## config.mk

```make
export PLATFORM = sky130hd
export DESIGN_NAME = dims_top
export DESIGN_NICKNAME = d
export VERILOG_FILES = /design/src/design/dims_pkg.sv /design/src/design/dims_top.sv /design/src/design/dims_sync.sv /design/src/design/dims_settle.sv
export SDC_FILE = /design/constraint.sdc
export NUM_CORES = 1
export LEC_CHECK = 0
export BUFFER_PORTS_ARGS = -buffer_cell sky130_fd_sc_hd__buf_4
export CAP_MARGIN = 5
export CORE_MARGIN = 2
export CORE_UTILIZATION = 30
export DETAILED_ROUTE_END_ITERATION = 16
export PLACE_DENSITY = 0.42
export REMOVE_ABC_BUFFERS = 1
export SYNTH_ARGS = -nofsm -noshare
export SYNTH_HDL_FRONTEND = slang
export SYNTH_HIERARCHICAL = 1
export SYNTH_SLANG_ARGS = --single-unit
```

## constraint.sdc

```tcl
create_clock -name sys_clk -period 10.7 [get_ports sys_clk]
set_clock_uncertainty 0.05 [all_clocks]
set_input_delay 1.07 -clock sys_clk [delete_from_list [all_inputs] [get_ports sys_clk]]
set_output_delay 1.07 -clock sys_clk [all_outputs]
set_load 0.01 [all_outputs]
```

## src/design/dims_pkg.sv

```systemverilog
package dims_pkg;
  localparam int SEL_W             = 5;
  localparam int IDX_W             = 5;
  localparam int NUM_W             = 6;
  localparam int TIPP_SEL_W        = 3;
  localparam int PIN_W             = 8;
  localparam int PIN_SEL0          = 0;
  localparam int PIN_JOG_LEFT      = 3;
  localparam int PIN_JOG_RIGHT     = 4;
  localparam int PIN_START         = 5;
  localparam int PIN_ENABLE        = 6;
  localparam int PIN_STOP          = 7;
  localparam logic [7:0] PIN_RST   = 8'h00;
  localparam int CLK_HZ            = 10_000_000;
  localparam int SELECT_SETTLE_MS  = 10;
  localparam int SELECT_SETTLE_CYC = SELECT_SETTLE_MS * (CLK_HZ / 1000);
  localparam int SETTLE_CW         = 17;
  localparam int TEACH_HOLD_S      = 5;
  localparam int TEACH_HOLD_CYC    = TEACH_HOLD_S * CLK_HZ;
  localparam int TEACH_CW          = 26;
  localparam int ANALOG_W          = 12;
  localparam int POS_W             = 32;

  typedef enum logic [0:0] {
    DIMS_MODE_BINARY = 1'b0,
    DIMS_MODE_TIPP   = 1'b1
  } dims_mode_t;

  typedef enum logic [2:0] {
    DIMS_REFERENCE_SEARCH      = 3'b000,
    DIMS_OFFSET_MOVE           = 3'b001,
    DIMS_GOAL_POSITION_MOVE    = 3'b010,
    DIMS_CONTINUOUS_SPIN       = 3'b011,
    DIMS_ANALOG_VELOCITY_MODE  = 3'b100,
    DIMS_ANALOG_VELOCITY_DIR   = 3'b101,
    DIMS_ANALOG_TARGET_POSITION = 3'b110
  } dims_kind_t;

  typedef enum logic [2:0] {
    DIMS_ST_IDLE  = 3'b000,
    DIMS_ST_HOLD  = 3'b001,
    DIMS_ST_CHECK = 3'b010,
    DIMS_ST_RUN   = 3'b011,
    DIMS_ST_STOP  = 3'b100
  } dims_state_t;
endpackage

```

## src/design/dims_top.sv

```systemverilog
`timescale 1ns/1ns
module dims_top #(
  parameter int SETTLE_CYC = dims_pkg::SELECT_SETTLE_CYC,
  parameter int TEACH_CYC  = dims_pkg::TEACH_HOLD_CYC,
  parameter int AW         = dims_pkg::ANALOG_W,
  parameter int PW         = dims_pkg::POS_W
) (
  input  wire logic                        sys_clk,
  input  wire logic                        nrst,
  input  wire logic                        ce,
  input  wire logic                        select_bit0,
  input  wire logic                        select_bit1,
  input  wire logic                        select_bit2,
  input  wire logic                        select_bit3_or_jog_left,
  input  wire logic                        select_bit4_or_jog_right,
  input  wire logic                        start_teach_input,
  input  wire logic                        enable_input,
  input  wire logic                        stop_input,
  input  wire logic [dims_pkg::PIN_W-1:0]  invert_mask,
  input  wire dims_pkg::dims_mode_t        op_mode,
  input  wire logic                        ready_in,
  input  wire logic                        error_in,
  input  wire logic                        stroke_configured,
  input  wire logic                        homing_configured,
  input  wire logic                        move_done,
  input  wire logic                        standstill,
  input  wire logic                        prof_exists,
  input  wire dims_pkg::dims_kind_t        prof_kind,
  input  wire logic                        prof_chain_en,
  input  wire logic [dims_pkg::IDX_W-1:0]  prof_chain_next,
  input  wire logic [AW-1:0]               analog_position_input,
  input  wire logic [AW-1:0]               analog_velocity_input,
  input  wire logic [PW-1:0]               actual_position,
  input  wire logic                        goal_wr_en,
  input  wire logic [dims_pkg::IDX_W-1:0]  goal_wr_idx,
  input  wire logic [PW-1:0]               goal_wr_data,
  output logic      [dims_pkg::IDX_W-1:0]  prof_idx,
  output logic      [dims_pkg::NUM_W-1:0]  move_number,
  output logic                             launch,
  output logic                             active,
  output logic                             halt,
  output logic                             quick_stop,
  output logic                             motor_power,
  output logic                             jog_left,
  output logic                             jog_right,
  output logic      [PW-1:0]               goal_position,
  output logic      [AW-1:0]               vel_cmd,
  output logic                             dir_cmd,
  output logic      [AW-1:0]               pos_cmd,
  output logic                             refused,
  output logic                             teach_done
);
  import dims_pkg::*;

  localparam int NMOVES = 1 << IDX_W;

  logic [PIN_W-1:0] pin_raw;
  logic [PIN_W-1:0] pin_sync;
  logic [PIN_W-1:0] pin_act;
  logic             tipp;
  logic [IDX_W-1:0] sel_idx;
  logic             settled;
  logic             start_act;
  logic             enable_act;
  logic             stop_act;
  logic             start_rise;
  logic             accept_ok;
  logic             req_ok;
  logic             analog_kind;
  logic             teach_wr;

  dims_state_t      state_reg;
  dims_state_t      state_next;
  logic [IDX_W-1:0] idx_reg;
  logic [IDX_W-1:0] idx_next;
  logic [TEACH_CW-1:0] hold_reg;
  logic [TEACH_CW-1:0] hold_next;
  logic             taught_reg;
  logic             taught_next;
  logic             start_q_reg;
  logic             start_q_next;
  logic             launch_reg;
  logic             launch_next;
  logic             refused_reg;
  logic             refused_next;
  logic             teach_done_reg;
  logic             power_reg;
  logic             power_next;
  logic             qstop_reg;
  logic             qstop_next;
  logic             jog_l_reg;
  logic             jog_l_next;
  logic             jog_r_reg;
  logic             jog_r_next;
  logic [AW-1:0]    vel_reg;
  logic [AW-1:0]    vel_next;
  logic             dir_reg;
  logic             dir_next;
  logic [AW-1:0]    pos_reg;
  logic [AW-1:0]    pos_next;
  logic [PW-1:0]    goal_reg;
  logic [PW-1:0]    goal_mem [NMOVES];

  // Profile index for the decoded select pattern
  function automatic logic [IDX_W-1:0] decode_sel(input logic is_tipp,
                                                  input logic [SEL_W-1:0] s);
    decode_sel = is_tipp ? {2'b00, s[TIPP_SEL_W-1:0]} : s;
  endfunction

  assign pin_raw = {stop_input, enable_input, start_teach_input,
                    select_bit4_or_jog_right, select_bit3_or_jog_left,
                    select_bit2, select_bit1, select_bit0};

  dims_sync #(
    .W   (PIN_W),
    .RST (PIN_RST)
  ) u_sync (
    .sys_clk (sys_clk),
    .nrst    (nrst),
    .ce      (ce),
    .din     (pin_raw),
    .dout    (pin_sync)
  );

  assign pin_act    = pin_sync ^ invert_mask;
  assign tipp       = (op_mode == DIMS_MODE_TIPP);
  assign sel_idx    = decode_sel(tipp, pin_act[PIN_SEL0 +: SEL_W]);
  assign start_act  = pin_act[PIN_START];
  assign enable_act = pin_act[PIN_ENABLE];
  assign stop_act   = pin_act[PIN_STOP];
  assign start_rise = start_act && !start_q_reg;

  dims_settle #(
    .W   (IDX_W),
    .CW  (SETTLE_CW),
    .CYC (SETTLE_CYC)
  ) u_settle (
    .sys_clk (sys_clk),
    .nrst    (nrst),
    .ce      (ce),
    .sel     (sel_idx),
    .settled (settled)
  );

  assign active      = (state_reg == DIMS_ST_CHECK) || (state_reg == DIMS_ST_RUN) ||
                       (state_reg == DIMS_ST_STOP);
  assign accept_ok   = enable_act && ready_in && !active && !error_in;
  assign analog_kind = (prof_kind == DIMS_ANALOG_VELOCITY_MODE) ||
                       (prof_kind == DIMS_ANALOG_VELOCITY_DIR) ||
                       (prof_kind == DIMS_ANALOG_TARGET_POSITION);
  assign req_ok = prof_exists && ready_in && !error_in &&
                  (stroke_configured || !((prof_kind == DIMS_GOAL_POSITION_MOVE) ||
                                          (prof_kind == DIMS_ANALOG_TARGET_POSITION))) &&
                  (homing_configured || (prof_kind != DIMS_REFERENCE_SEARCH));

  always_comb begin
    state_next   = state_reg;
    idx_next     = idx_reg;
    hold_next    = hold_reg;
    taught_next  = taught_reg;
    launch_next  = 1'b0;
    refused_next = 1'b0;
    teach_wr     = 1'b0;
    case (state_reg)
      DIMS_ST_IDLE: begin
        if (start_rise) begin
          if (accept_ok && settled) begin
            idx_next    = sel_idx;
            hold_next   = '0;
            taught_next = 1'b0;
            // Tipp mode waits for release: a held start may be a teach
            state_next  = tipp ? DIMS_ST_HOLD : DIMS_ST_CHECK;
          end else begin
            refused_next = 1'b1;
          end
        end
      end
      DIMS_ST_HOLD: begin
        if (!enable_act || stop_act) begin
          state_next = DIMS_ST_IDLE;
        end else if (start_act) begin
          if (hold_reg == TEACH_CW'(TEACH_CYC - 1) && !taught_reg) begin
            teach_wr     = prof_exists;
            refused_next = !prof_exists;
            taught_next  = 1'b1;
          end
          if (hold_reg != TEACH_CW'(TEACH_CYC - 1)) begin
            hold_next = hold_reg + TEACH_CW'(1);
          end
        end else begin
          state_next = taught_reg ? DIMS_ST_IDLE : DIMS_ST_CHECK;
        end
      end
      DIMS_ST_CHECK: begin
        if (!enable_act || stop_act) begin
          state_next = DIMS_ST_IDLE;
        end else if (req_ok) begin
          state_next  = DIMS_ST_RUN;
          launch_next = 1'b1;
        end else begin
          state_next   = DIMS_ST_IDLE;
          refused_next = 1'b1;
        end
      end
      DIMS_ST_RUN: begin
        if (!enable_act || stop_act) begin
          state_next = DIMS_ST_STOP;
        end else if (move_done && !analog_kind) begin
          if (prof_chain_en) begin
            idx_next   = prof_chain_next;
            state_next = DIMS_ST_CHECK;
          end else begin
            state_next = DIMS_ST_IDLE;
          end
        end
      end
      DIMS_ST_STOP: begin
        if (standstill) begin
          state_next = DIMS_ST_IDLE;
        end
      end
      default: state_next = DIMS_ST_IDLE;
    endcase
  end

  always_comb begin
    start_q_next = start_act;
    // Current stays on until the axis has come to rest
    power_next = enable_act ? 1'b1 : (standstill ? 1'b0 : power_reg);
    qstop_next = !enable_act && power_reg && !standstill;
    // Jog pins double as select bits; both pressed means no motion
    jog_l_next = tipp && (state_reg == DIMS_ST_IDLE) && accept_ok &&
                 pin_act[PIN_JOG_LEFT] && !pin_act[PIN_JOG_RIGHT];
    jog_r_next = tipp && (state_reg == DIMS_ST_IDLE) && accept_ok &&
                 pin_act[PIN_JOG_RIGHT] && !pin_act[PIN_JOG_LEFT];
    vel_next = '0;
    dir_next = 1'b0;
    pos_next = pos_reg;
    if (state_reg == DIMS_ST_RUN) begin
      if (prof_kind == DIMS_ANALOG_VELOCITY_MODE ||
          prof_kind == DIMS_ANALOG_VELOCITY_DIR) begin
        vel_next = analog_velocity_input;
        dir_next = (prof_kind == DIMS_ANALOG_VELOCITY_DIR) &&
                   analog_velocity_input[AW-1];
      end
      if (prof_kind == DIMS_ANALOG_TARGET_POSITION) begin
        pos_next = analog_position_input;
      end
    end
  end

  always_ff @(posedge sys_clk or negedge nrst) begin
    if (!nrst) begin
      state_reg      <= DIMS_ST_IDLE;
      idx_reg        <= '0;
      hold_reg       <= '0;
      taught_reg     <= 1'b0;
      // High so an inverted idle start cannot fake an edge
      start_q_reg    <= 1'b1;
      launch_reg     <= 1'b0;
      refused_reg    <= 1'b0;
      teach_done_reg <= 1'b0;
      power_reg      <= 1'b0;
      qstop_reg      <= 1'b0;
      jog_l_reg      <= 1'b0;
      jog_r_reg      <= 1'b0;
      vel_reg        <= '0;
      dir_reg        <= 1'b0;
      pos_reg        <= '0;
      goal_reg       <= '0;
    end else if (ce) begin
      state_reg      <= state_next;
      idx_reg        <= idx_next;
      hold_reg       <= hold_next;
      taught_reg     <= taught_next;
      start_q_reg    <= start_q_next;
      launch_reg     <= launch_next;
      refused_reg    <= refused_next;
      teach_done_reg <= teach_wr;
      power_reg      <= power_next;
      qstop_reg      <= qstop_next;
      jog_l_reg      <= jog_l_next;
      jog_r_reg      <= jog_r_next;
      vel_reg        <= vel_next;
      dir_reg        <= dir_next;
      pos_reg        <= pos_next;
      goal_reg       <= goal_mem[idx_reg];
    end
  end

  // Goal store; a teach beats a simultaneous profile write
  always_ff @(posedge sys_clk) begin
    if (ce && teach_wr) begin
      goal_mem[idx_reg] <= actual_position;
    end else if (ce && goal_wr_en) begin
      goal_mem[goal_wr_idx] <= goal_wr_data;
    end
  end

  assign prof_idx      = idx_reg;
  assign move_number   = {1'b0, idx_reg} + NUM_W'(1);
  assign launch        = launch_reg;
  assign halt          = (state_reg == DIMS_ST_STOP);
  assign quick_stop    = qstop_reg;
  assign motor_power   = power_reg;
  assign jog_left      = jog_l_reg;
  assign jog_right     = jog_r_reg;
  assign goal_position = goal_reg;
  assign vel_cmd       = vel_reg;
  assign dir_cmd       = dir_reg;
  assign pos_cmd       = pos_reg;
  assign refused       = refused_reg;
  assign teach_done    = teach_done_reg;
endmodule // dims_top

```

## src/design/dims_sync.sv

```systemverilog
`timescale 1ns/1ns
module dims_sync #(
  parameter int         W   = 8,
  parameter logic [7:0] RST = 8'h00
) (
  input  wire logic         sys_clk,
  input  wire logic         nrst,
  input  wire logic         ce,
  input  wire logic [W-1:0] din,
  output logic      [W-1:0] dout
);
  logic [W-1:0] meta_reg;
  logic [W-1:0] meta_next;
  logic [W-1:0] sync_reg;
  logic [W-1:0] sync_next;

  always_comb begin
    meta_next = ce ? din : meta_reg;
    sync_next = ce ? meta_reg : sync_reg;
  end

  always_ff @(posedge sys_clk or negedge nrst) begin
    if (!nrst) begin
      meta_reg <= RST[W-1:0];
      sync_reg <= RST[W-1:0];
    end else begin
      meta_reg <= meta_next;
      sync_reg <= sync_next;
    end
  end

  assign dout = sync_reg;
endmodule // dims_sync

```

## src/design/dims_settle.sv

```systemverilog
`timescale 1ns/1ns
module dims_settle #(
  parameter int W   = 5,
  parameter int CW  = 17,
  parameter int CYC = 100000
) (
  input  wire logic         sys_clk,
  input  wire logic         nrst,
  input  wire logic         ce,
  input  wire logic [W-1:0] sel,
  output logic              settled
);
  logic [W-1:0]  sel_reg;
  logic [W-1:0]  sel_next;
  logic [CW-1:0] cnt_reg;
  logic [CW-1:0] cnt_next;

  // Any change restarts the wait, so glitches never latch
  always_comb begin
    sel_next = sel_reg;
    cnt_next = cnt_reg;
    if (ce) begin
      sel_next = sel;
      if (sel != sel_reg) begin
        cnt_next = '0;
      end else if (cnt_reg != CW'(CYC)) begin
        cnt_next = cnt_reg + CW'(1);
      end
    end
  end

  always_ff @(posedge sys_clk or negedge nrst) begin
    if (!nrst) begin
      sel_reg <= '0;
      cnt_reg <= '0;
    end else begin
      sel_reg <= sel_next;
      cnt_reg <= cnt_next;
    end
  end

  assign settled = (cnt_reg == CW'(CYC));
endmodule // dims_settle

```

==> qor.csv, run 1 <==
stage;metric;value;unit
outcome;outcome;complete, no violations;
clocking;cts-root-buf;clkbuf_16;
synth;ys_seq_area_share;73.8;%
finish;nNetsFinal;2953;
setup_path;cp-startpoint;state_reg[0]$_DFFE_PN0P_;
clocking;cts.sinks;1162;
place;gp_congestion;0.830;
setup_path;worstPathMaxFanout;32;
clocking;cts_max_path_buffers;3;
finish;final_common_cell;edfxtp_1;
grt;antenna_found_initial;1;
floorplan;io_pins;207;
synth;yosys_warnings;6;
floorplan;fp.dieW;397;um
setup_path;crit_end;goal_mem[2][9]$_DFFE_PP_;
setup_path;cp.required;11.00;ns
clocking;ctsHoldBuffers;0;
timing;rsz0062_at_grt;false;
pwr;p_per_area;241;nW/um^2
floorplan;core-area;154000;um^2
grt;grt_pass1_wl;190000;um
synth;netlist_instances;2570;
clocking;h-tree-depth;4;
setup_path;cp-end-kind;flip-flop;
finish;final_cell_mix;edfxtp_1 (1024), buf_4 (256), mux4_2 (160);
setup_path;r2r-start;state_reg[0]$_DFFE_PN0P_;
grt;first_global_vias;26100;
floorplan;start_util;30.1;%
floorplan;num_rows;144;
timing;finalHoldViolCount;0;
finish;design_area;54700;um^2
pwr;total_power;13.2;mW
synth;synth_flop_cell;edfxtp_1;
finish;drive_gt1_share;27.5;%
synth;netlist_area;46300;um^2
pwr;p_leak;18.0;nW
grt;grt_max_degree;106;
synth;ys_ff_latch;1162;
timing;period_share;45.3;%
setup_path;path_cells;or3b_1, nor4_4, nand4_2, nand3_2, buf_4, a31oi_1, nor2_4;
setup_path;critPathLaunchType;flip-flop;
finish;largest_register_ffs;1024;
setup_path;cp_slowest_cell;nor2_4;
detailed_routing;first_pass_iters;5;
floorplan;die_area;158000;um^2
clocking;cts_tree;done;
timing;finalCriticalPeriod;4.85;ns
setup_path;worst-path-stages;7;
synth;synth.distinct_cells;78;
synth;synth_edf_count;1024;
pwr;vdd.ir_drop.worst;0.150;mV
detailed_routing;post-route-drc-count;0;
setup_path;critPathBufInv;1;
grt;grt_overflow;0;
place;dp_hpwl;76300;um
synth;post_synth.cell_area_avg;18.0;um^2
timing;layout_setup_ws;5.85;ns
setup_path;cpLargestDelayFamily;simple AND/OR/NAND/NOR gates;
timing;setup_viol;0;
finish;final_cells;4968;
setup_path;worst_path_largest_cell_delay;0.96;ns
clocking;numCtsBuffers;134;
worst_hold_path;hold_path_class;input port to async pin;
clocking;clkLatencyLatePin;0.75;ns
setup_path;worst-setup-path-type;flip-flop to flip-flop;
floorplan;fp.dieH;397;um
timing;drv_slew;0;
detailed_routing;wire_per_inst;26.7;um
grt;grt_util_all_layers;16.7;%
detailed_routing;vias;25300;
flow_run;cap_violations;0;
clocking;post_cts_resized;0;
timing;worst_slew_pin_slew;1.18;ns
setup_path;crit_arrival;5.15;ns
detailed_routing;drt-total-wl;133000;um
place;place_area;50500;um^2
setup_path;r2r_slack;5.85;ns
clocking;clk_pin_slew;0.06;ns
finish;area_delta_synth_final;18.1;%
place;pre_cts_ws;5.68;ns
detailed_routing;ant_nets;0;
detailed_routing;drt_iter0_drc;1537;
timing;relSlewSlack;21.2;%
timing;clock.fmax;206;MHz
setup_path;r2r_cells;7;
place;portBuffers;206;
detailed_routing;vias_per_cell;5.10;
setup_path;r2r_end;goal_mem[2][9]$_DFFE_PP_;
place;placed_cells;4727;
clocking;cts_setup_buffers;0;
finish;fillers;14400;
synth;async_flop_share;11.9;%
[kinds of logic after synthesis]
| kind of cell | count (synthesis) | synth area share (%) |
|---|---|---|
| simple gates | 390 | 4.49 |
| fa+ha+maj | 4 | 0.108 |
| buf+inv | 163 | 1.55 |
| compound gates | 405 | 5.69 |
| xor+xnor | 17 | 0.321 |
| mux | 429 | 14.0 |
| flops | 1162 | 73.8 |
[report_power, final]
group / internal, mW / total (mW) / leakage (nW) / switching (mW)
Clock: 2.63 / 4.44 / 2.06 / 1.81
Combinational: 1.33 / 3.30 / 4.90 / 1.98
Sequential: 5.17 / 5.43 / 11.0 / 0.265
Total: 9.13 / 13.2 / 18.0 / 4.05
[per-stage QoR]
stage          TNS [ns]  utilization, %  hold WS, ns
4_1_cts               0            35.6        0.305
3_3_place_gp          0            32.8        0.423
3_5_place_dp          0            32.8        0.413
2_1_floorplan  -4767.37               -        0.384
6_report              0            35.6        0.289
5_1_grt               0            35.6        0.303
[layer usage]
layer / vias to the layer above / part of all wire [%] / wire, um / global-route usage (%)
li1: 11000 / - / - / -
met1: 13500 / 47 / 62600 / 24.1
met2: 765 / 45 / 60100 / 25.9
met3: 151 / 5.6 / 7360 / 3.30
met4: 2 / 1.8 / 2420 / 4.11
met5: - / 0.0053 / 7 / 0
[synthesized netlist by cell type, types with 5 or more instances]
cell type / n / area share, %
buf_2: 41 / 0.44
o22ai_1: 33 / 0.45
nand4_1: 20 / 0.27
o21ai_0: 88 / 0.95
a22oi_1: 97 / 1.6
nand3_1: 28 / 0.30
mux4_2: 160 / 7.8
o31ai_1: 7 / 0.11
o221ai_1: 33 / 0.62
nor2b_1: 5 / 0.068
edfxtp_1: 1024 / 66
o21ai_1: 13 / 0.14
xnor2_1: 11 / 0.21
nand2_1: 42 / 0.34
mux2_4: 10 / 0.32
a22o_1: 12 / 0.23
dfrtp_1: 137 / 7.4
nor2_2: 8 / 0.11
inv_1: 16 / 0.13
and3_1: 6 / 0.081
a21oi_1: 83 / 0.90
and2_1: 5 / 0.068
nor2_1: 153 / 1.2
mux2_2: 120 / 2.9
mux2i_1: 139 / 3.0
nor3b_1: 6 / 0.097
buf_1: 7 / 0.057
xor2_1: 6 / 0.11
a31oi_1: 12 / 0.16
nand2b_1: 5 / 0.068
nor4_1: 10 / 0.14
nor3_1: 32 / 0.35
clkbuf_1: 92 / 0.75
or4_1: 33 / 0.53
[worst reg2reg max path: stages, from the launching register on]
cell and delay (ns):
dfrtp_1 0.46, or3b_1 0.80, nor4_4 0.52, nand4_2 0.31, nand3_2 0.43, buf_4 0.49, a31oi_1 0.40, nor2_4 0.96
[area by class of cell]
class | count | area, um^2 | area share, %
antenna | 3 | 7.51 | 0.0137
clock buffer | 191 | 3800 | 6.94
clock inverter | 47 | 450 | 0.823
inverter | 16 | 60.1 | 0.110
multi-input combinational | 1245 | 11600 | 21.3
sequential | 1162 | 34200 | 62.5
tap | 2044 | 2560 | 4.67
timing repair buffer | 260 | 1990 | 3.64
[worst min-delay path by stage]
stage                                                   to                             start  cells after the start  slack, ns
after floorplan           u_settle/cnt_reg[16]$_DFFE_PN0P_  u_settle/cnt_reg[16]$_DFFE_PN0P_                      1       0.38
after global placement            hold_reg[25]$_DFFE_PN0P_          hold_reg[25]$_DFFE_PN0P_                      1       0.42
after detailed placement          hold_reg[25]$_DFFE_PN0P_          hold_reg[25]$_DFFE_PN0P_                      1       0.41
after global routing               motor_power$_DFFE_PN0P_                              nrst                      1       0.30
after CTS                   u_sync/meta_reg[6]$_DFFE_PN0P_                              nrst                      1       0.31
final                       u_sync/meta_reg[6]$_DFFE_PN0P_                              nrst                      1       0.29
Power figures use the tool's default switching activity.
==> run 2, diff against run 1 <==
--- a/config.mk
+++ b/config.mk
@@ -5,6 +5,7 @@
 export SDC_FILE = /design/constraint.sdc
 export NUM_CORES = 1
 export LEC_CHECK = 0
+export ABC_AREA = 1
 export BUFFER_PORTS_ARGS = -buffer_cell sky130_fd_sc_hd__buf_4
 export CAP_MARGIN = 5
 export CORE_MARGIN = 2
==> constraint.sdc (replaced) <==
create_clock -name sys_clk -period 5.05 [get_ports sys_clk]
set_clock_uncertainty 0.05 [all_clocks]
set_input_delay 0.505 -clock sys_clk [delete_from_list [all_inputs] [get_ports sys_clk]]
set_output_delay 0.505 -clock sys_clk [all_outputs]
set_load 0.01 [all_outputs]
==> run 2 against run 1 <==
Effect of this change: first-iteration DRC count is 64% higher; cell count is 35% higher; register-to-register slack worse by 5.0 ns; setup slack worse by 5.0 ns; cell area is 5.1% higher; clock power is 110% higher; combinational power grew to 2.6 times the previous value; synthesized cell count is 62% higher; utilization is 0.29 points higher.
==> qor.csv, run 2 <==
stage;metric;value;unit;change
outcome;outcome;complete, no violations;;
synth;netlist_top_cells_area;edfxtp_1 (64%), nand2_1 (8.0%), dfrtp_1 (7.1%);;
finish;fillers;15800;;+10%
grt;first_global_vias;32100;;+23%
clocking;cts-root-buf;clkbuf_16;;
finish;largest_register_ffs;1024;;unchanged
floorplan;start_util;30.1;%;about the same
clocking;h-tree-depth;4;;unchanged
pwr;p_leak;20.6;nW;+15%
detailed_routing;first_pass_iters;5;;unchanged
setup_path;crit_arrival;4.34;ns;-0.81 ns
place;gp_congestion;0.809;;-2.5%
detailed_routing;wire_per_inst;23.2;um;-13%
grt;grt_pass1_wl;225000;um;+19%
setup_path;cp-end-kind;flip-flop;;
clocking;cts_tree;done;;
clocking;clk_pin_slew;0.05;ns;about the same
place;pre_cts_ws;0.629;ns;-5.05 ns
detailed_routing;drt-total-wl;155000;um;+17%
timing;layout_setup_ws;0.875;ns;-4.97 ns
detailed_routing;post-route-drc-count;0;;unchanged
grt;grt_overflow;0;;unchanged
detailed_routing;drt_iter0_drc;2513;;+64%
synth;synth_flop_cell;edfxtp_1;;
synth;synth.distinct_cells;54;;-31%
pwr;total_power;29.3;mW;+120%
finish;final_common_cell;edfxtp_1;;
place;dp_hpwl;90000;um;+18%
timing;worst_slew_pin_slew;1.14;ns;-0.0427 ns
clocking;cts.sinks;1162;;unchanged
detailed_routing;vias;32400;;+28%
finish;area_delta_synth_final;19.2;%;
finish;drive_gt1_share;13.5;%;-14 points
clocking;cts_setup_buffers;0;;unchanged
pwr;vdd.ir_drop.worst;0.352;mV;+140%
timing;finalCriticalPeriod;4.17;ns;-0.677 ns
synth;ys_seq_area_share;70.9;%;-3.0 points
timing;rsz0062_at_grt;false;;
synth;yosys_warnings;6;;unchanged
finish;n_antenna_cell;0;;-3
clocking;clkLatencyLatePin;0.77;ns;+0.02 ns
synth;ys_ff_latch;1162;;unchanged
grt;grt_util_all_layers;18.8;%;+2.1 points
floorplan;fp.dieW;405;um;+2.0%
timing;hold_ws;0.0675;ns;-0.221 ns
synth;async_flop_share;11.9;%;unchanged
synth;netlist_instances;4171;;+62%
setup_path;worst-setup-path-type;flip-flop to flip-flop;;
setup_path;critPathLaunchType;flip-flop;;
synth;post_synth.cell_area_avg;11.6;um^2;-36%
floorplan;io_pins;207;;unchanged
synth;synth_most_common_cell;edfxtp_1;;
setup_path;cp.required;5.21;ns;-5.79 ns
floorplan;fp.dieH;405;um;+2.0%
setup_path;cpLargestDelayFamily;simple AND/OR/NAND/NOR gates;;
clocking;numCtsBuffers;137;;+2.2%
detailed_routing;vias_per_cell;4.84;;-5.1%
worst_hold_path;hold_path_class;input port to flip-flop;;
detailed_routing;ant_nets;0;;unchanged
timing;clock.fmax;240;MHz;+16%
finish;final_cells;6694;;+35%
place;portBuffers;206;;unchanged
timing;period_share;82.7;%;+37 points
grt;antenna_found_initial;3;;+2
timing;finalHoldViolCount;0;;unchanged
setup_path;worst_path_largest_cell_delay;0.78;ns;-0.18 ns
place;placed_cells;6406;;+36%
flow_run;cap_violations;0;;unchanged
synth;netlist.top_cell.by_area;edfxtp_1;;
timing;fin_setup_tns;0;ns;unchanged
pwr;p_per_area;510;nW/um^2;+110%
timing;drv_slew;0;;unchanged
floorplan;die_area;164000;um^2;+4.1%
clocking;cts_max_path_buffers;3;;unchanged
floorplan;core-area;160000;um^2;+4.2%
timing;relSlewSlack;24.0;%;+2.8 points
setup_path;critPathBufInv;2;;+1
synth;netlist_area;48300;um^2;+4.2%
floorplan;num_rows;147;;+2.1%
synth;synth_common_cells;edfxtp_1 (1024), nand2_1 (1023), nor2_1 (534);;
synth;synth_edf_count;1024;;unchanged
setup_path;path_cells;ha_1, nand3_2, clkinv_2, nand2_2, nor2_2, nand3_2, o21bai_4, inv_2, nand2_1, nand2_1;;
finish;nNetsFinal;4559;;+54%
setup_path;cp_slowest_cell;o21bai_4;;
setup_path;worstPathMaxFanout;32;;unchanged
grt;grt_max_degree;159;;+50%
finish;final_cell_mix;edfxtp_1 (1024), nand2_1 (1021), nor2_1 (502);;
synth;synth_top_area_share;63.7;%;-2.7 points
timing;setup_viol;0;;unchanged
## run 2: changes by cell type after synthesis, moves of 97 or more
| cell | change |
|---|---|
| mux2_2 | -118 |
| a22oi_1 | -97 |
| o21ai_0 | +270 |
| mux2i_1 | -107 |
| mux4_2 | -160 |
| nand2_1 | +981 |
| nor2_1 | +381 |
## run 2: layout make-up
| class | count | area, um^2 | area share [%] |
|---|---|---|---|
| Timing Repair Buffer | 355 | 3060 | 5.32 |
| Multi-Input combinational cell | 2675 | 12900 | 22.4 |
| Inverter | 94 | 387 | 0.672 |
| Tap cell | 2160 | 2700 | 4.70 |
| Sequential cell | 1162 | 34200 | 59.5 |
| Clock buffer | 190 | 3760 | 6.54 |
| Clock inverter | 58 | 502 | 0.872 |
## run 2: logic make-up (layout without fill, tap and decap cells)
logic type               count (synthesis)  count (layout)  share of synthesized area (%)
AND/OR/NAND/NOR                       1735            1735                           14.5
flip-flops                            1162            1162                           70.9
AO/OA/AOI/OAI                          857             857                           10.0
buffers and inverters                  334             697                           2.95
multiplexers                            44              44                          0.944
XOR/XNOR                                35              35                          0.635
adder cells (fa/ha/maj)                  4               4                          0.104
## run 2: power by group
part / internal [mW] / switching, mW / total [mW] / leakage (nW)
registers: 10.9 / 0.429 / 11.3 / 11.0
clock network: 5.43 / 4.05 / 9.48 / 2.09
logic: 2.39 / 6.12 / 8.51 / 7.49
## run 2: tightest hold or removal path, cell delays in order
cell,delay [ns]
buf_4,0.09
nand2_1,0.04
nand2_1,0.13
o21ai_0,0.09
## run 2: per-stage QoR
| step | util, % | area (um^2) |
|---|---|---|
| after floorplan | - | 47200 |
| after global placement | 33.0 | 52900 |
| after detailed placement | 33.0 | 52900 |
| after CTS | 35.9 | 57500 |
| after global routing | 35.9 | 57500 |
| final | 35.9 | 57500 |
## run 2: path summary, 6_finish.rpt
path                                                 from                              to  slack [ns]  depth (start not counted)
max in group asynchronous                            nrst   goal_position[19]$_DFFE_PN0P_        3.57                          3
min reg2reg                u_sync/meta_reg[1]$_DFFE_PN0P_  u_sync/meta_reg[1]$_DFFE_PN0P_        0.42                          2
min in group asynchronous                            nrst   goal_position[10]$_DFFE_PN0P_        0.37                          2
max                               hold_reg[0]$_DFFE_PN0P_      goal_mem[22][14]$_DFFE_PP_        0.88                         10
max reg2reg                       hold_reg[0]$_DFFE_PN0P_      goal_mem[22][14]$_DFFE_PP_        0.88                         10
min                                        invert_mask[5]         start_q_reg$_DFFE_PN1P_        0.07                          4
## run 2: what timing repair did
action | 4_1_cts | 5_1_grt
resized for setup | 0 | 0
endpoints found under the hold margin | 130 | 0
hold buffers | 40 | 0
## run 2: metal layers
layer / track usage (%) / routed length [um] / up-vias
met3: 3.99 / 9410 / 203
met4: 5.12 / 3580 / 0
li1: - / - / 15200
met1: 25.9 / 70700 / 16200
met5: 0 / 0 / -
met2: 29.9 / 71400 / 844
==> run 3, diff against run 2 <==
==> constraint.sdc (replaced) <==
create_clock -name sys_clk -period 4 [get_ports sys_clk]
set_clock_uncertainty 0.05 [all_clocks]
set_input_delay 0.4 -clock sys_clk [delete_from_list [all_inputs] [get_ports sys_clk]]
set_output_delay 0.4 -clock sys_clk [all_outputs]
set_load 0.01 [all_outputs]
==> run 3 against run 2 <==
Effect of this change: largest cell class unchanged; cell count is 0.79% higher; first-iteration DRC count is 5.1% higher; clock power is 29% higher; non-clock buffer count is 48 higher; largest power group unchanged; critical endpoint is now goal_mem[3][8]$_DFFE_PP_.
==> qor.csv, run 3 (synthesis results as in run 2) <==
stage;metric;value;unit;change
outcome;outcome;complete, no violations;;
setup_path;critPathBufInv;4;;+2
clocking;cts_tree;done;;
finish;area_delta_synth_final;20.3;%;
finish;final_cell_mix;edfxtp_1 (1024), nand2_1 (1021), nor2_1 (502);;
pwr;seqPwrFrac;37.6;%;-1.0 points
floorplan;io_pins;207;;unchanged
grt;grt_max_degree;108;;-32%
detailed_routing;vias_per_cell;4.82;;-0.41%
clocking;cts.sinks;1162;;unchanged
detailed_routing;wire_per_inst;22.8;um;-1.5%
setup_path;path_cells;ha_1, nand3_2, clkinv_2, nand2_2, nor2_2, nand3_2, o21bai_4, inv_2, buf_4, nand2_1, nand2_1, dlygate4sd3_1;;
timing;rsz0062_at_grt;false;;
place;dp_hpwl;92200;um;+2.4%
timing;worst_slew_pin_slew;0.931;ns;-0.206 ns
detailed_routing;drt_iter0_drc;2641;;+5.1%
grt;grt_overflow;0;;unchanged
timing;setup_viol;0;;unchanged
pwr;p_per_area;649;nW/um^2;+27%
place;place_area;53200;um^2;+0.62%
setup_path;cp.required;4.45;ns;-0.76 ns
detailed_routing;vias;32500;;+0.38%
clocking;cts_setup_buffers;0;;unchanged
worst_hold_path;hold_path_class;input port to flip-flop;;
clocking;cts_max_path_buffers;3;;unchanged
setup_path;cp-end-kind;flip-flop;;
setup_path;worstPathMaxFanout;20;;-38%
floorplan;num_rows;147;;unchanged
flow_run;cap_violations;0;;unchanged
finish;post-route-util;36.3;%;+0.35 points
grt;first_global_vias;31900;;-0.66%
floorplan;start_util;30.1;%;unchanged
clocking;post_cts_resized;0;;unchanged
floorplan;fp.dieW;405;um;unchanged
finish;nNetsFinal;4608;;+1.1%
pwr;vdd.ir_drop.worst;0.590;mV;+68%
place;gp_congestion;0.808;;-0.19%
detailed_routing;post-route-drc-count;0;;unchanged
pwr;p_comb_share;30.0;%;+1.0 points
setup_path;worst-setup-path-type;flip-flop to flip-flop;;
timing;finalCriticalPeriod;3.37;ns;-0.801 ns
pwr;p_leak;20.9;nW;+1.5%
timing;drv_slew;0;;unchanged
grt;grt_util_all_layers;18.6;%;-0.15 points
place;pre_cts_ws;0.660;ns;+0.0308 ns
clocking;clk_pin_slew;0.06;ns;about the same
detailed_routing;first_pass_iters;5;;unchanged
timing;finalHoldViolCount;0;;unchanged
finish;final_cells;6747;;+0.79%
timing;hold_ws;0.0696;ns;+0.00214 ns
clocking;numCtsBuffers;138;;+0.73%
setup_path;r2r-start;hold_reg[0]$_DFFE_PN0P_;;
timing;clock.fmax;296;MHz;+24%
grt;antenna_found_initial;4;;+1
timing;relSlewSlack;37.9;%;+14 points
floorplan;core-area;160000;um^2;unchanged
timing;layout_setup_ws;0.626;ns;-0.249 ns
clocking;clkLatencyLatePin;0.77;ns;about the same
floorplan;die_area;164000;um^2;unchanged
setup_path;worst_path_largest_cell_delay;0.61;ns;-0.17 ns
finish;design_area;58100;um^2;+0.97%
timing;period_share;84.4;%;+1.7 points
setup_path;critPathLaunchType;flip-flop;;
pwr;intPower;24.1;mW;+29%
finish;fillers;15800;;-0.30%
finish;drive_gt1_share;14.2;%;+0.74 points
pwr;netSwitchingFraction;36.2;%;about the same
grt;grt_use_met3;3.78;%;-0.21 points
place;placed_cells;6441;;+0.55%
grt;use_met2;28.3;%;-1.6 points
setup_path;cp_slowest_cell;dlygate4sd3_1;;
place;portBuffers;206;;unchanged
pwr;power_frac_clock;32.4;%;about the same
detailed_routing;ant_nets;0;;unchanged
setup_path;cpLargestDelayFamily;buffers and inverters;;
setup_path;cp-startpoint;hold_reg[0]$_DFFE_PN0P_;;
floorplan;fp.dieH;405;um;unchanged
finish;largest_register_ffs;1024;;unchanged
finish;final_common_cell;edfxtp_1;;
worst_hold_path;hold_start;actual_position[30];;
setup_path;crit_arrival;3.82;ns;-0.52 ns
grt;met1_usage;26.9;%;+1.1 points
clocking;ctsHoldBuffers;53;;+33%
clocking;h-tree-depth;4;;unchanged
pwr;p_sw;13.6;mW;+29%
grt;grt_pass1_wl;224000;um;-0.25%
timing;fin_setup_tns;0;ns;unchanged
grt;grt.busiest_layer;met2;;
pwr;total_power;37.7;mW;+29%
clocking;cts-root-buf;clkbuf_16;;
detailed_routing;drt-total-wl;154000;um;-0.74%
[run 3: cell types whose count changed in the layout (fill, tap and decap cells not counted), moves of 4 or more]
cell	previous run	this run
clkbuf_1	42	37
dlygate4sd3_1	40	53
clkinv_2	23	19
buf_4	290	320
buf_12	23	28
[run 3: routing by layer]
metal  share of wire [%]  up-vias  wire length (um)
li1                    -    15300                 -
met4                 2.2        4              3380
met5               0.015        -                23
met3                 5.5      184              8480
met2                  44      796             68000
met1                  48    16200             74100
[run 3: area by class of cell]
class	instances	area, um^2	share of cell area (%)
flip-flops and latches	1162	34200	58.9
multi-input cells	2675	12900	22.2
clock buffers	188	3790	6.53
repair buffers	403	3520	6.06
well taps	2160	2700	4.65
clock inverters	63	568	0.978
inverters	94	387	0.666
diodes	2	5.00	0.00862
[run 3: worst paths after layout]
kind                                                 end  slack, ns  cells past startpoint
max                             goal_mem[3][8]$_DFFE_PP_       0.63                     12
min                           goal_mem[29][30]$_DFFE_PP_       0.07                      3
max reg2reg                     goal_mem[3][8]$_DFFE_PP_       0.63                     12
min reg2reg                   u_sync/dout[1]$_DFFE_PN0P_       0.43                      2
max in group asynchronous  goal_position[24]$_DFFE_PN0P_       2.72                      3
min in group asynchronous       hold_reg[23]$_DFFE_PN0P_       0.26                      2
[run 3: worst min-delay path, stage by stage]
cell and delay [ns]:
buf_4 0.08, nand2_1 0.05, nand2_1 0.20
[run 3: power groups by stage]
stage	Sequential, mW	Clock (mW)	Combinational (mW)
global placement	14.4	0	11.4
finish	14.2	12.2	11.3
detailed placement	14.4	0	11.4
floorplan	14.7	0	5.01
CTS	14.2	12.5	11.5
global route	14.2	13.0	12.5
